<file path="src/hdl/pcru_pkg.sv">
// package: register map, field positions, reset values and timing for the clock/reset unit
package pcru_pkg;
  // ==========================================================
  // register offsets (byte addresses)
  localparam logic [11:0] OFS_AUDIO0   = 12'h0B0;
  localparam logic [11:0] OFS_AUDIO1   = 12'h0B4;
  localparam logic [11:0] OFS_USBPHY   = 12'h0CC;
  localparam logic [11:0] OFS_DRAMCFG  = 12'h0F4;
  localparam logic [11:0] OFS_MPLLCFG  = 12'h0F8;
  localparam logic [11:0] OFS_FABRST   = 12'h0FC;
  localparam logic [11:0] OFS_DRAMGATE = 12'h100;
  localparam logic [11:0] OFS_BACKEND  = 12'h104;
  localparam logic [11:0] OFS_FRONTEND = 12'h10C;
  localparam logic [11:0] OFS_LCD0     = 12'h118;
  // ==========================================================
  // writable-bit masks (reserved bits read zero)
  localparam logic [31:0] MSK_AUDIO    = 32'h8003_0000;
  localparam logic [31:0] MSK_USBPHY   = 32'h0001_0F07;
  localparam logic [31:0] MSK_DRAMCFG  = 32'h8001_000F;
  localparam logic [31:0] MSK_MPLLCFG  = 32'h0001_107F;
  localparam logic [31:0] MSK_FABRST   = 32'h8000_0000;
  localparam logic [31:0] MSK_DRAMGATE = 32'h0501_0003;
  localparam logic [31:0] MSK_DISP     = 32'h8700_000F;
  localparam logic [31:0] MSK_LCD0     = 32'h8700_0000;
  // ==========================================================
  // reset values
  localparam logic [31:0] RST_ZERO     = 32'h0000_0000;
  localparam logic [31:0] RST_DRAMCFG  = 32'h0000_0001;
  localparam logic [31:0] RST_MPLLCFG  = 32'h0000_0030;
  localparam logic [31:0] RST_FABRST   = 32'h8000_0000;
  // ==========================================================
  // field positions
  localparam int GATE_BIT    = 31;
  localparam int AUD_SRC_LO  = 16;
  localparam int OHCI_BIT    = 16;
  localparam int H12M_BIT    = 11;
  localparam int HSIC_BIT    = 10;
  localparam int PHY1_BIT    = 9;
  localparam int PHY0_BIT    = 8;
  localparam int HSIC_RST    = 2;
  localparam int PHY1_RST    = 1;
  localparam int PHY0_RST    = 0;
  localparam int DRAM_RST    = 31;
  localparam int APPLY_BIT   = 16;
  localparam int DIV_LO      = 0;
  localparam int CHOICE_BIT  = 16;
  localparam int MODE_BIT    = 12;
  localparam int PHASE_LO    = 4;
  localparam int STEP_LO     = 0;
  localparam int BE_PASS     = 26;
  localparam int FE_PASS     = 24;
  localparam int DRC_PASS    = 16;
  localparam int CSI_PASS    = 1;
  localparam int VE_PASS     = 0;
  localparam int DSRC_LO     = 24;
  // ==========================================================
  // slew step codes: highest defined code
  localparam logic [3:0] STEP_MAX = 4'h9;
  // display source codes
  localparam logic [2:0] DSRC_VIDEO  = 3'h0;
  localparam logic [2:0] DSRC_PERI2X = 3'h2;
  localparam logic [2:0] DSRC_GPU    = 3'h3;
  localparam logic [2:0] DSRC_DISP   = 3'h5;
  localparam logic [2:0] LSRC_V1X    = 3'h0;
  localparam logic [2:0] LSRC_V2X    = 3'h2;
  localparam logic [2:0] LSRC_DSI    = 3'h4;
  // ==========================================================
  // timing: memory clock update settles after this time
  localparam int CLK_MHZ        = 40;
  localparam int APPLY_TIME_NS  = 100;
  localparam int APPLY_CYC      = (APPLY_TIME_NS * CLK_MHZ + 999) / 1000;
  // apply sequencer states
  typedef enum logic [1:0] {
    PCRU_IDLE = 2'b00,
    PCRU_WAIT = 2'b01,
    PCRU_LOAD = 2'b10
  } pcru_apply_e;
endpackage

</file>
<file path="src/hdl/pcru_top.sv">
// peripheral clock and reset control unit: register file and clock control outputs
//
// The implementer's own choice: the plain strobed port.
`timescale 1ns/1ps
`default_nettype none
// Contract
// - audio port registers gate their special clock at bit 31, one runs it
// - audio source bits 17:16 pick 8x, 8x/2, 8x/4 or 1x audio pll
// - usb phy register bit 16 gates ohci special clock
// - bit 11 gates 12m hsic clock, crystal reference halved
// - bit 10 gates hsic special clock from hsic pll
// - bit 9 gates usb phy1 clock, bit 8 usb phy0 clock
// - bits 2,1,0 active-low resets for hsic, phy1, phy0; reset zero
// - dram config bit 31 low holds dram controller reset
// - writing 1 to bit 16 applies config; hardware clears when valid
// - memory clock is pll divided by field 3:0 plus one, reset 1
// - memory pll choice bit 16 picks pll a or pll b
// - bit 12 puts memory pll b in continuous scaling mode
// - step field 3:0 sets slew rate; undefined codes mean slowest
// - bits 6:4 set pll b phase compensation, reset three
// - fabric reset bit 31 low holds domain, resets high
// - dram access pass bits 26,24,16,1,0 for five clients
// - backend/frontend gate at bit 31, divider field 3:0 plus one
// - backend/frontend source bits 26:24; reserved codes unused
// - lcd channel 0 gate bit 31, source bits 26:24
module pcru_top (
  input  wire logic        clock_in,
  input  wire logic        rst_in,
  input  wire logic [11:0] addr_in,
  input  wire logic [31:0] wdata_in,
  input  wire logic        wr_in,
  input  wire logic        rd_in,
  input  wire logic        clock_settled_in,
  output logic      [31:0] rdata_out,
  output logic      [1:0]  audio_gate_out,
  output logic      [3:0]  audio_src_out,
  output logic      [4:0]  usb_gate_out,
  output logic      [2:0]  usb_reset_n_out,
  output logic             dram_ctrl_reset_n_out,
  output logic      [3:0]  memory_clock_div_out,
  output logic             memory_pll_choice_out,
  output logic             memory_pll_b_scaling_mode_out,
  output logic      [3:0]  memory_pll_b_slew_step_out,
  output logic      [2:0]  memory_pll_b_phase_comp_out,
  output logic             memory_fabric_run_out,
  output logic      [4:0]  dram_pass_out,
  output logic      [1:0]  disp_gate_out,
  output logic      [5:0]  disp_src_out,
  output logic      [7:0]  disp_div_out,
  output logic             lcd0_gate_out,
  output logic      [2:0]  lcd0_src_out
);
  import pcru_pkg::*;

  // ==========================================================
  // register storage
  logic [31:0] audio0_ff, audio1_ff, usbphy_ff, dramcfg_ff, mpll_ff;
  logic [31:0] fabrst_ff, dgate_ff, backend_ff, frontend_ff, lcd0_ff;
  logic [31:0] nxt_audio0, nxt_audio1, nxt_usbphy, nxt_dramcfg, nxt_mpll;
  logic [31:0] nxt_fabrst, nxt_dgate, nxt_backend, nxt_frontend, nxt_lcd0;
  logic [31:0] nxt_rdata;
  logic        apply_done;

  // masked write of one register; reserved bits stay zero
  function automatic logic [31:0] wmask(input logic [31:0] cur, input logic [31:0] d,
                                        input logic [31:0] m, input logic hit);
    wmask = hit ? (d & m) : cur;
  endfunction

  // legal display source codes keep last good value otherwise
  function automatic logic disp_ok(input logic [2:0] s);
    disp_ok = (s == DSRC_VIDEO) || (s == DSRC_PERI2X) || (s == DSRC_GPU) || (s == DSRC_DISP);
  endfunction
  function automatic logic lcd_ok(input logic [2:0] s);
    lcd_ok = (s == LSRC_V1X) || (s == LSRC_V2X) || (s == LSRC_DSI);
  endfunction

  // register write and read decode
  always_comb begin
    nxt_audio0   = wmask(audio0_ff,   wdata_in, MSK_AUDIO,    wr_in && addr_in == OFS_AUDIO0);
    nxt_audio1   = wmask(audio1_ff,   wdata_in, MSK_AUDIO,    wr_in && addr_in == OFS_AUDIO1);
    nxt_usbphy   = wmask(usbphy_ff,   wdata_in, MSK_USBPHY,   wr_in && addr_in == OFS_USBPHY);
    nxt_mpll     = wmask(mpll_ff,     wdata_in, MSK_MPLLCFG,  wr_in && addr_in == OFS_MPLLCFG);
    nxt_fabrst   = wmask(fabrst_ff,   wdata_in, MSK_FABRST,   wr_in && addr_in == OFS_FABRST);
    nxt_dgate    = wmask(dgate_ff,    wdata_in, MSK_DRAMGATE, wr_in && addr_in == OFS_DRAMGATE);
    nxt_backend  = wmask(backend_ff,  wdata_in, MSK_DISP,     wr_in && addr_in == OFS_BACKEND);
    nxt_frontend = wmask(frontend_ff, wdata_in, MSK_DISP,     wr_in && addr_in == OFS_FRONTEND);
    nxt_lcd0     = wmask(lcd0_ff,     wdata_in, MSK_LCD0,     wr_in && addr_in == OFS_LCD0);
    nxt_dramcfg  = dramcfg_ff;
    if (wr_in && addr_in == OFS_DRAMCFG) begin
      // software may only set the apply bit; a 0 write leaves it pending
      nxt_dramcfg = (wdata_in & MSK_DRAMCFG) | (dramcfg_ff & (32'h1 << APPLY_BIT));
    end
    if (apply_done) begin
      nxt_dramcfg[APPLY_BIT] = 1'b0;
    end
    if (wr_in && addr_in == OFS_DRAMCFG && wdata_in[APPLY_BIT]) begin
      nxt_dramcfg[APPLY_BIT] = 1'b1; // new request wins over completion
    end
    nxt_rdata = RST_ZERO;
    if (rd_in) begin
      unique case (addr_in)
        OFS_AUDIO0:   nxt_rdata = audio0_ff;
        OFS_AUDIO1:   nxt_rdata = audio1_ff;
        OFS_USBPHY:   nxt_rdata = usbphy_ff;
        OFS_DRAMCFG:  nxt_rdata = dramcfg_ff;
        OFS_MPLLCFG:  nxt_rdata = mpll_ff;
        OFS_FABRST:   nxt_rdata = fabrst_ff;
        OFS_DRAMGATE: nxt_rdata = dgate_ff;
        OFS_BACKEND:  nxt_rdata = backend_ff;
        OFS_FRONTEND: nxt_rdata = frontend_ff;
        OFS_LCD0:     nxt_rdata = lcd0_ff;
        default:      nxt_rdata = RST_ZERO; // unmapped reads zero
      endcase
    end
  end

  // register update
  always_ff @(posedge clock_in) begin
    if (rst_in) begin
      audio0_ff   <= RST_ZERO;
      audio1_ff   <= RST_ZERO;
      usbphy_ff   <= RST_ZERO;
      dramcfg_ff  <= RST_DRAMCFG;
      mpll_ff     <= RST_MPLLCFG;
      fabrst_ff   <= RST_FABRST;
      dgate_ff    <= RST_ZERO;
      backend_ff  <= RST_ZERO;
      frontend_ff <= RST_ZERO;
      lcd0_ff     <= RST_ZERO;
    end else begin
      audio0_ff   <= nxt_audio0;
      audio1_ff   <= nxt_audio1;
      usbphy_ff   <= nxt_usbphy;
      dramcfg_ff  <= nxt_dramcfg;
      mpll_ff     <= nxt_mpll;
      fabrst_ff   <= nxt_fabrst;
      dgate_ff    <= nxt_dgate;
      backend_ff  <= nxt_backend;
      frontend_ff <= nxt_frontend;
      lcd0_ff     <= nxt_lcd0;
    end
  end

  // ==========================================================
  // memory clock apply sequencer
  pcru_apply_e state_ff, nxt_state;
  logic [7:0]  wait_ff, nxt_wait;
  logic [3:0]  mdiv_ff, nxt_mdiv;

  // waits for the clock to settle, then loads the divider
  always_comb begin
    nxt_state  = state_ff;
    nxt_wait   = wait_ff;
    nxt_mdiv   = mdiv_ff;
    apply_done = 1'b0;
    unique case (state_ff)
      PCRU_IDLE: begin
        if (dramcfg_ff[APPLY_BIT]) begin
          nxt_state = PCRU_WAIT;
          nxt_wait  = 8'(APPLY_CYC - 1);
        end
      end
      PCRU_WAIT: begin
        if (wait_ff != 8'h00) begin
          nxt_wait = wait_ff - 8'h01;
        end else if (clock_settled_in) begin
          nxt_state = PCRU_LOAD;
        end
      end
      PCRU_LOAD: begin
        nxt_mdiv   = dramcfg_ff[DIV_LO +: 4];
        apply_done = 1'b1;
        nxt_state  = PCRU_IDLE;
      end
      default: nxt_state = PCRU_IDLE;
    endcase
  end

  always_ff @(posedge clock_in) begin
    if (rst_in) begin
      state_ff <= PCRU_IDLE;
      wait_ff  <= 8'h00;
      mdiv_ff  <= RST_DRAMCFG[3:0];
    end else begin
      state_ff <= nxt_state;
      wait_ff  <= nxt_wait;
      mdiv_ff  <= nxt_mdiv;
    end
  end

  // ==========================================================
  // output stage: every output registered
  logic [2:0] be_src_ff, fe_src_ff, lcd_src_ff;
  logic [2:0] nxt_be_src, nxt_fe_src, nxt_lcd_src;
  logic [3:0] nxt_step;

  // reserved source codes keep the previous select, undefined steps fall to slowest
  always_comb begin
    nxt_be_src  = disp_ok(backend_ff[DSRC_LO +: 3])  ? backend_ff[DSRC_LO +: 3]  : be_src_ff;
    nxt_fe_src  = disp_ok(frontend_ff[DSRC_LO +: 3]) ? frontend_ff[DSRC_LO +: 3] : fe_src_ff;
    nxt_lcd_src = lcd_ok(lcd0_ff[DSRC_LO +: 3])      ? lcd0_ff[DSRC_LO +: 3]     : lcd_src_ff;
    nxt_step    = (mpll_ff[STEP_LO +: 4] > STEP_MAX) ? 4'h0 : mpll_ff[STEP_LO +: 4];
  end

  always_ff @(posedge clock_in) begin
    if (rst_in) begin
      be_src_ff  <= 3'h0;
      fe_src_ff  <= 3'h0;
      lcd_src_ff <= 3'h0;
      rdata_out  <= RST_ZERO;
      audio_gate_out <= 2'h0;
      audio_src_out  <= 4'h0;
      usb_gate_out   <= 5'h00;
      usb_reset_n_out <= 3'h0;
      dram_ctrl_reset_n_out <= 1'b0;
      memory_clock_div_out  <= RST_DRAMCFG[3:0];
      memory_pll_choice_out <= 1'b0;
      memory_pll_b_scaling_mode_out <= 1'b0;
      memory_pll_b_slew_step_out    <= 4'h0;
      memory_pll_b_phase_comp_out   <= RST_MPLLCFG[6:4];
      memory_fabric_run_out <= 1'b1;
      dram_pass_out  <= 5'h00;
      disp_gate_out  <= 2'h0;
      disp_src_out   <= 6'h00;
      disp_div_out   <= 8'h00;
      lcd0_gate_out  <= 1'b0;
      lcd0_src_out   <= 3'h0;
    end else begin
      be_src_ff  <= nxt_be_src;
      fe_src_ff  <= nxt_fe_src;
      lcd_src_ff <= nxt_lcd_src;
      rdata_out  <= nxt_rdata; // read data in the cycle after the strobe only
      audio_gate_out <= {audio1_ff[GATE_BIT], audio0_ff[GATE_BIT]};
      audio_src_out  <= {audio1_ff[AUD_SRC_LO +: 2], audio0_ff[AUD_SRC_LO +: 2]};
      usb_gate_out   <= {usbphy_ff[OHCI_BIT], usbphy_ff[H12M_BIT], usbphy_ff[HSIC_BIT],
                         usbphy_ff[PHY1_BIT], usbphy_ff[PHY0_BIT]};
      usb_reset_n_out <= {usbphy_ff[HSIC_RST], usbphy_ff[PHY1_RST], usbphy_ff[PHY0_RST]};
      dram_ctrl_reset_n_out <= dramcfg_ff[DRAM_RST];
      memory_clock_div_out  <= mdiv_ff;
      memory_pll_choice_out <= mpll_ff[CHOICE_BIT];
      memory_pll_b_scaling_mode_out <= mpll_ff[MODE_BIT];
      memory_pll_b_slew_step_out    <= nxt_step;
      memory_pll_b_phase_comp_out   <= mpll_ff[PHASE_LO +: 3];
      memory_fabric_run_out <= fabrst_ff[GATE_BIT];
      dram_pass_out  <= {dgate_ff[BE_PASS], dgate_ff[FE_PASS], dgate_ff[DRC_PASS],
                         dgate_ff[CSI_PASS], dgate_ff[VE_PASS]};
      disp_gate_out  <= {frontend_ff[GATE_BIT], backend_ff[GATE_BIT]};
      disp_src_out   <= {fe_src_ff, be_src_ff};
      disp_div_out   <= {frontend_ff[DIV_LO +: 4], backend_ff[DIV_LO +: 4]};
      lcd0_gate_out  <= lcd0_ff[GATE_BIT];
      lcd0_src_out   <= lcd_src_ff;
    end
  end
endmodule
`default_nettype wire

</file>
<file path="config.mk">
export PLATFORM = sky130hd
export DESIGN_NAME = pcru_top
export DESIGN_NICKNAME = d
export VERILOG_FILES = /design/src/hdl/pcru_pkg.sv /design/src/hdl/pcru_top.sv
export SDC_FILE = /design/constraint.sdc
export NUM_CORES = 1
export LEC_CHECK = 0
export BUFFER_PORTS_ARGS = -buffer_cell sky130_fd_sc_hd__clkbuf_2
export CORE_UTILIZATION = 48
export DETAILED_ROUTE_END_ITERATION = 10
export GPL_TIMING_DRIVEN = 0
export HOLD_SLACK_MARGIN = 0.08
export PLACE_DENSITY_LB_ADDON = 0.15
export SYNTH_ARGS = -nofsm -noshare
export SYNTH_HDL_FRONTEND = slang
export SYNTH_SLANG_ARGS = --single-unit
</file>
<file path="constraint.sdc">
create_clock -name clock_in -period 1.6 [get_ports clock_in]
set_input_delay 0.08 -clock clock_in [delete_from_list [all_inputs] [get_ports clock_in]]
set_output_delay 0.08 -clock clock_in [all_outputs]
set_load 0.005 [all_outputs]
</file>
; ---- Word-level counts from Yosys, hierarchy flattened
; Index checks and enable logic that the tools add are counted.
[op_classes]
n_lt_le_gt_ge = 1
mux = 12
n_eq_ne = 24
addsub = 1
n_reduce_logical = 30
bitwise_logic = 2
[ops]
columns = operator, n
row1 = $pmux W32 S10, 1
row2 = $eq A12 B8 Y1 const B, 6
row3 = $eq A12 B9 Y1 const B, 4
row4 = $or A32 B17 Y32, 1
row5 = $mux W17, 1
row6 = $mux W8, 2
row7 = $pmux W8 S2, 1
row8 = $eq A3 B2 Y1 const B, 5
row9 = $logic_and A1 B1 Y1, 11
row10 = $eq A3 B3 Y1 const B, 3
row11 = $logic_not A3 Y1, 3
row12 = $logic_or A1 B1 Y1, 8
row13 = $ne A2 B2 Y1 const B, 4
row14 = $reduce_bool A8 Y1, 1
row15 = $sub A8 B1 Y8 const B, 1
row16 = $mux W2, 3
row17 = $reduce_and A3 Y1, 2
row18 = $gt A4 B4 Y1 const B, 1
row19 = $pmux W2 S2, 1
row20 = $reduce_or A2 Y1, 2
row21 = $mux W1, 3
row22 = $reduce_bool A3 Y1, 1
row23 = $eq A2 B1 Y1 const B, 1
row24 = $eq A2 B2 Y1 const B, 1
row25 = other kinds (3), 3
[word_totals]
regBits = 190
inputBits = 49
output_inout_bits = 86

; ---- Longest topological paths before layout
[depth]
word_depth = 5
ltp_mapped = 7
depth_no_buf = 6

; ---- Worst setup path before layout
; No wires, ideal clock.
[synth_path]
kind = in2reg
start = in addr_in[9]
end = reg rdata_out[24]
setup_ns = 0.066
t_required_ns = 1.534
slack_ns = -0.130
path_buffers = 2
t_arrival_ns = 1.664
path_stages = 7
path_cell_list = or3_1 -> buf_2 -> nor4_4 -> or2_1 -> o311ai_2 -> buf_6 -> a21oi_2
[synth_via]
elab_chain_cells = 2
elab_cells_between_ends = 11
classes_between = eq/ne: 10 / mux: 1
[synth_lines]
columns = element, line
row1 = "start, declared", pcru_top.sv:29  ; input wire logic [11:0] addr_in,
row2 = $eq A12 B9 Y1 or $eq A12 B8 Y1 (tied branches), pcru_top.sv:102  ; unique case (addr_in)
row3 = $pmux W32 S10 (*), pcru_top.sv:102
row4 = "end signal, assigned", pcru_top.sv:233  ; rdata_out <= nxt_rdata;
row5 = "end, declared", pcru_top.sv:34  ; output logic [31:0] rdata_out,
; Mark *: on every way between the ends. The rest lies on a longest branch, timed or not.
; A chain may end at the register's enable or synchronous reset.

; ---- Worst setup path in the final report
[layout_path]
start = in addr_in[9]
end = reg rdata_out[2]
; Same word-level chain as after synthesis.

==> summary.md <==
| Metric | Value |
|---|---|
| Worst-path maximum fanout | `10` |
| All-Layer GR Usage | `24.85%` |
| Number of endpoints with negative hold slack in the final report | `0` |
| Area of the die | `around 12000 sq um` |
| Cells along the critical path | `clkbuf_2, or3_1, buf_4, a2111oi_1, and3_1, o311ai_2, buf_6, a21oi_2` |
| Total leakage power | `~0.003 uW` |
| Final std cells w/o fill | `a little over 900` |
| Number of core rows | `38` |
| Final-stage net count | `between 800 and 900` |
| Syn-to-layout area delta | `31.47%` |
| Hold worst-path end | `rdata_out[17]` |
| Outcome | `complete, no violations` |
| Origin of the worst setup path | `addr_in[9]` |
| Data arrival time of the worst path | `roughly 1.9 ns` |
| Max-slew violations | `0` |
| Clock latency reported for the late side of the worst-skew pair | `about 0.42 ns` |
| Post-detailed-route via-to-cell ratio | `roughly 5.3` |
| R2R Setup Slk | `~0.11 ns` |
| Ports | `135` |
| Worst r2r src | `wait_ff[5]` |
| H-tree depth reported by CTS | `4` |
| Violation count after the first detailed-routing iteration | `approximately 320` |
| DP Worst Slack | `-0.6261 ns` |
| Max-Cap Viols | `0` |
| Estimated wirelength of the detail-placed design | `10.18 mm` |
| Number of stages on the worst hold path | `4` |
| Part of the Yosys area used for sequential elements | `54.26%` |
| Most frequent cells in the layout | `sky130_fd_sc_hd__dfxtp_1, sky130_fd_sc_hd__clkbuf_2, sky130_fd_sc_hd__nand2_1` |
| RePlAce Congestion | `between 0.8 and 0.9` |
| Number of global-route vias before repair | `4398` |
| Endpoint type of the worst setup path | `flop` |
| Share of synthesized registers carrying an async set or reset | `0%` |
| DRC | `0` |
| Antenna violations before repair | `0` |
| Number of clock buffers inserted by TritonCTS | `17` |
| Synthesized area | `5534 sq um` |
| WHS | `0.1098 ns` |
| RSZ-0062 raised after global routing | `true` |
| Transition time at the pin with the least slew margin | `0.5845 ns` |
| DR WL met2 | `7.066 mm` |
| TritonCTS clock tree | `built` |
| Worst Min Path Start | `addr_in[6]` |
| CTS Root Cell | `sky130_fd_sc_hd__clkbuf_16` |
| DR WL/cell | `16.11 microns` |
| Buffers from clock root to sink, at most | `2` |
| Count of port buffers added during placement | `around 110` |
| Routed Antenna Nets | `0` |
| Met3 wire length | `817 microns` |
| Post-layout minimum cycle time | `1.511 ns` |
| Number of placed instances, taps included | `841` |
| Max transition margin | `about three fifths` |
| Commonest non-fill, non-tap cell in the layout | `sky130_fd_sc_hd__dfxtp_1` |
| Longest individual stage delay on the worst path | `0.36 ns` |
| Cell depth of the worst flop-to-flop path | `6` |
| Total grt overflow | `0` |
| Die width | `about 110 microns` |
| Filler cell count in the final layout | `924` |
| Fin Setup TNS | `0 ns` |
| Total routed wirelength | `14.58 mm` |
| Clock edge transition at the registers on the reported setup and hold paths | `0.06 ns` |
| Reg-to-reg endpoint | `wait_ff[5]` |
| Count of final setup violators | `0` |
| Post-layout utilization of the core | `65.96%` |
| Maximum clock frequency | `about 660 MHz` |
| Fin worst setup slack | `between 0.08 and 0.09 ns` |
| Length of routed wiring on met1 | `6.352 mm` |
| Startpoint kind of the worst setup timing path | `input port` |
| Total via count in the routed design | `about 4800` |
| Number of synthesized register bits | `150` |
| Number of library cell types mapped by synthesis | `49` |
| Largest clock skew in the final design | `between 0.005 and 0.006 ns` |
| Top flip-flop cell by instance count after synthesis | `sky130_fd_sc_hd__dfxtp_1` |
| Power density over cell area | `approximately 1100 nW/um^2` |
| Post-synth EDFFs | `0` |
| Final cycle utilization of the critical path | `94.45%` |
| Wire length of the first global-routing pass | `22.09 mm` |
| Die Span Y | `roughly 110 microns` |
| Path category of the worst min-delay check | `in -> reg` |
| Synthesized netlist cell count | `583` |
| CP max stage cell | `sky130_fd_sc_hd__or3_1` |
| Share of layout cells above drive strength 1 | `27.84%` |
| Endpoint required time on the critical path | `1.94 ns` |
| Number of detailed-routing iterations run before antenna repair | `6` |
| N_diodes | `0` |
| Starting Density | `about 50%` |
| Worst setup path category | `in -> reg` |
| Top routing layer in use | `met4` |
| Average cell area after synthesis | `9.492 sq um` |
| Yosys warning count | `0` |
| Standard cell core area | `around 11000 sq um` |
| Largest net degree at the start of global routing | `17` |
| Maximum vdd ir drop | `746.1 uV` |
| Sink Count | `150` |
worst max-delay path by stage:
stage	endpoint	slack (ns)	cells past startpoint
2_1_floorplan	rdata_out[24]	-0.12	6
3_3_place_gp	rdata_out[2]	-0.60	7
3_5_place_dp	backend_ff[2]	-0.63	7
4_1_cts	wait_ff[3]	0.003	6
5_1_grt	wait_ff[5]	-0.003	6
6_report	rdata_out[2]	0.09	8
worst max-delay path, delay by kind of cell:
family	cells	cell delay (ns)
AOI/OAI and AO/OA	3	0.66
and+or+nand+nor	2	0.61
buffers and inverters	3	0.51
per-layer routing:
layer  vias to the layer above  GRT usage (%)
li1                       2319              -
met1                      2263          30.66
met2                       173          41.73
met3                        35          5.276
met4                         0          11.05
met5                         -              0
synth_stat cells (2+ instances only):
cell	n	area, sq um
sky130_fd_sc_hd__nor3_1	6	30.03
sky130_fd_sc_hd__a21oi_2	4	35.03
sky130_fd_sc_hd__a22o_1	6	52.55
sky130_fd_sc_hd__clkbuf_1	25	93.84
sky130_fd_sc_hd__a31oi_1	3	18.77
sky130_fd_sc_hd__buf_4	14	105.1
sky130_fd_sc_hd__a211o_1	2	17.52
sky130_fd_sc_hd__a22oi_1	8	60.06
sky130_fd_sc_hd__nor2_2	6	37.54
sky130_fd_sc_hd__and2_1	5	31.28
sky130_fd_sc_hd__nand4b_1	3	26.28
sky130_fd_sc_hd__and3_1	5	31.28
sky130_fd_sc_hd__inv_1	8	30.03
sky130_fd_sc_hd__a21oi_1	51	255.2
sky130_fd_sc_hd__nand3_1	49	245.2
sky130_fd_sc_hd__xor2_1	7	61.31
sky130_fd_sc_hd__mux2i_1	15	150.1
sky130_fd_sc_hd__nor4b_1	2	17.52
sky130_fd_sc_hd__dfxtp_1	150	3003
sky130_fd_sc_hd__ha_1	2	25.02
sky130_fd_sc_hd__a211oi_1	2	15.01
sky130_fd_sc_hd__or4_1	2	15.01
sky130_fd_sc_hd__nor2_1	30	112.6
sky130_fd_sc_hd__buf_1	3	11.26
sky130_fd_sc_hd__nand4_1	2	12.51
sky130_fd_sc_hd__nor4_1	2	12.51
sky130_fd_sc_hd__or3_1	2	12.51
sky130_fd_sc_hd__or2_2	7	43.79
sky130_fd_sc_hd__buf_2	3	15.01
sky130_fd_sc_hd__o21ai_0	13	65.06
sky130_fd_sc_hd__nor4_4	5	106.4
sky130_fd_sc_hd__nand2b_1	4	25.02
sky130_fd_sc_hd__a222oi_1	5	50.05
sky130_fd_sc_hd__nand2_1	64	240.2
sky130_fd_sc_hd__nor3b_1	3	22.52
sky130_fd_sc_hd__nor2b_1	52	325.3
per-stage QoR:
step	power (uW)	instance area, sq um
after global placement	4069	6300
after global routing	8114	7276
after detailed placement	4069	6300
final	7885	7276
after floorplan	3951	5599
after CTS	7910	7171
timing repair:
action	CTS	global route
pin swaps	2	5
endpoints found under the setup margin	42	48
buffers inserted	6	7
hold endpoints to repair	59	0
gates cloned	0	0
hold buffers	21	0
resized for setup	6	24
power by group:
| group | switching [uW] | internal, uW | total (uW) |
|---|---|---|---|
| clock network | 1470 | 2370 | 3840 |
| logic | 192 | 116 | 308 |
| registers | 0.169 | 3740 | 3740 |
final cells by class:
cell class	instances	area (sq um)	area share (%)
inverters	8	30.03	0.4127
clock inverters	8	70.07	0.9630
well taps	140	175.2	2.408
repair buffers	139	837.1	11.50
clock buffers	24	511.7	7.034
plain buffers	44	242.7	3.336
flip-flops and latches	150	3008	41.34
multi-input cells	392	2401	33.00
kinds of logic (layout without fill, tap and decap cells):
family          Yosys count  after routing  synth area share (%)
buf+inv                  54            223                 4.816
simple gates            254            254                 25.21
fa+ha+maj                 2              2                0.4521
other cells               1             14               0.06776
mux                      15             15                 2.713
xor+xnor                  7              7                 1.108
compound gates          100            100                 11.37
flops                   150            150                 54.26
flip-flops by register name, summed over array words and instances, names as in the netlist, 5 cells and up:
signal and count:
rdata_out 18, dgate_ff 5, usb_gate_out 5, dram_pass_out 5, frontend_ff 8, disp_div_out 8, dramcfg_ff 6, backend_ff 8
usbphy_ff 8, mpll_ff 9, wait_ff 8, disp_src_out 6
Power figures use the tool's default switching activity.
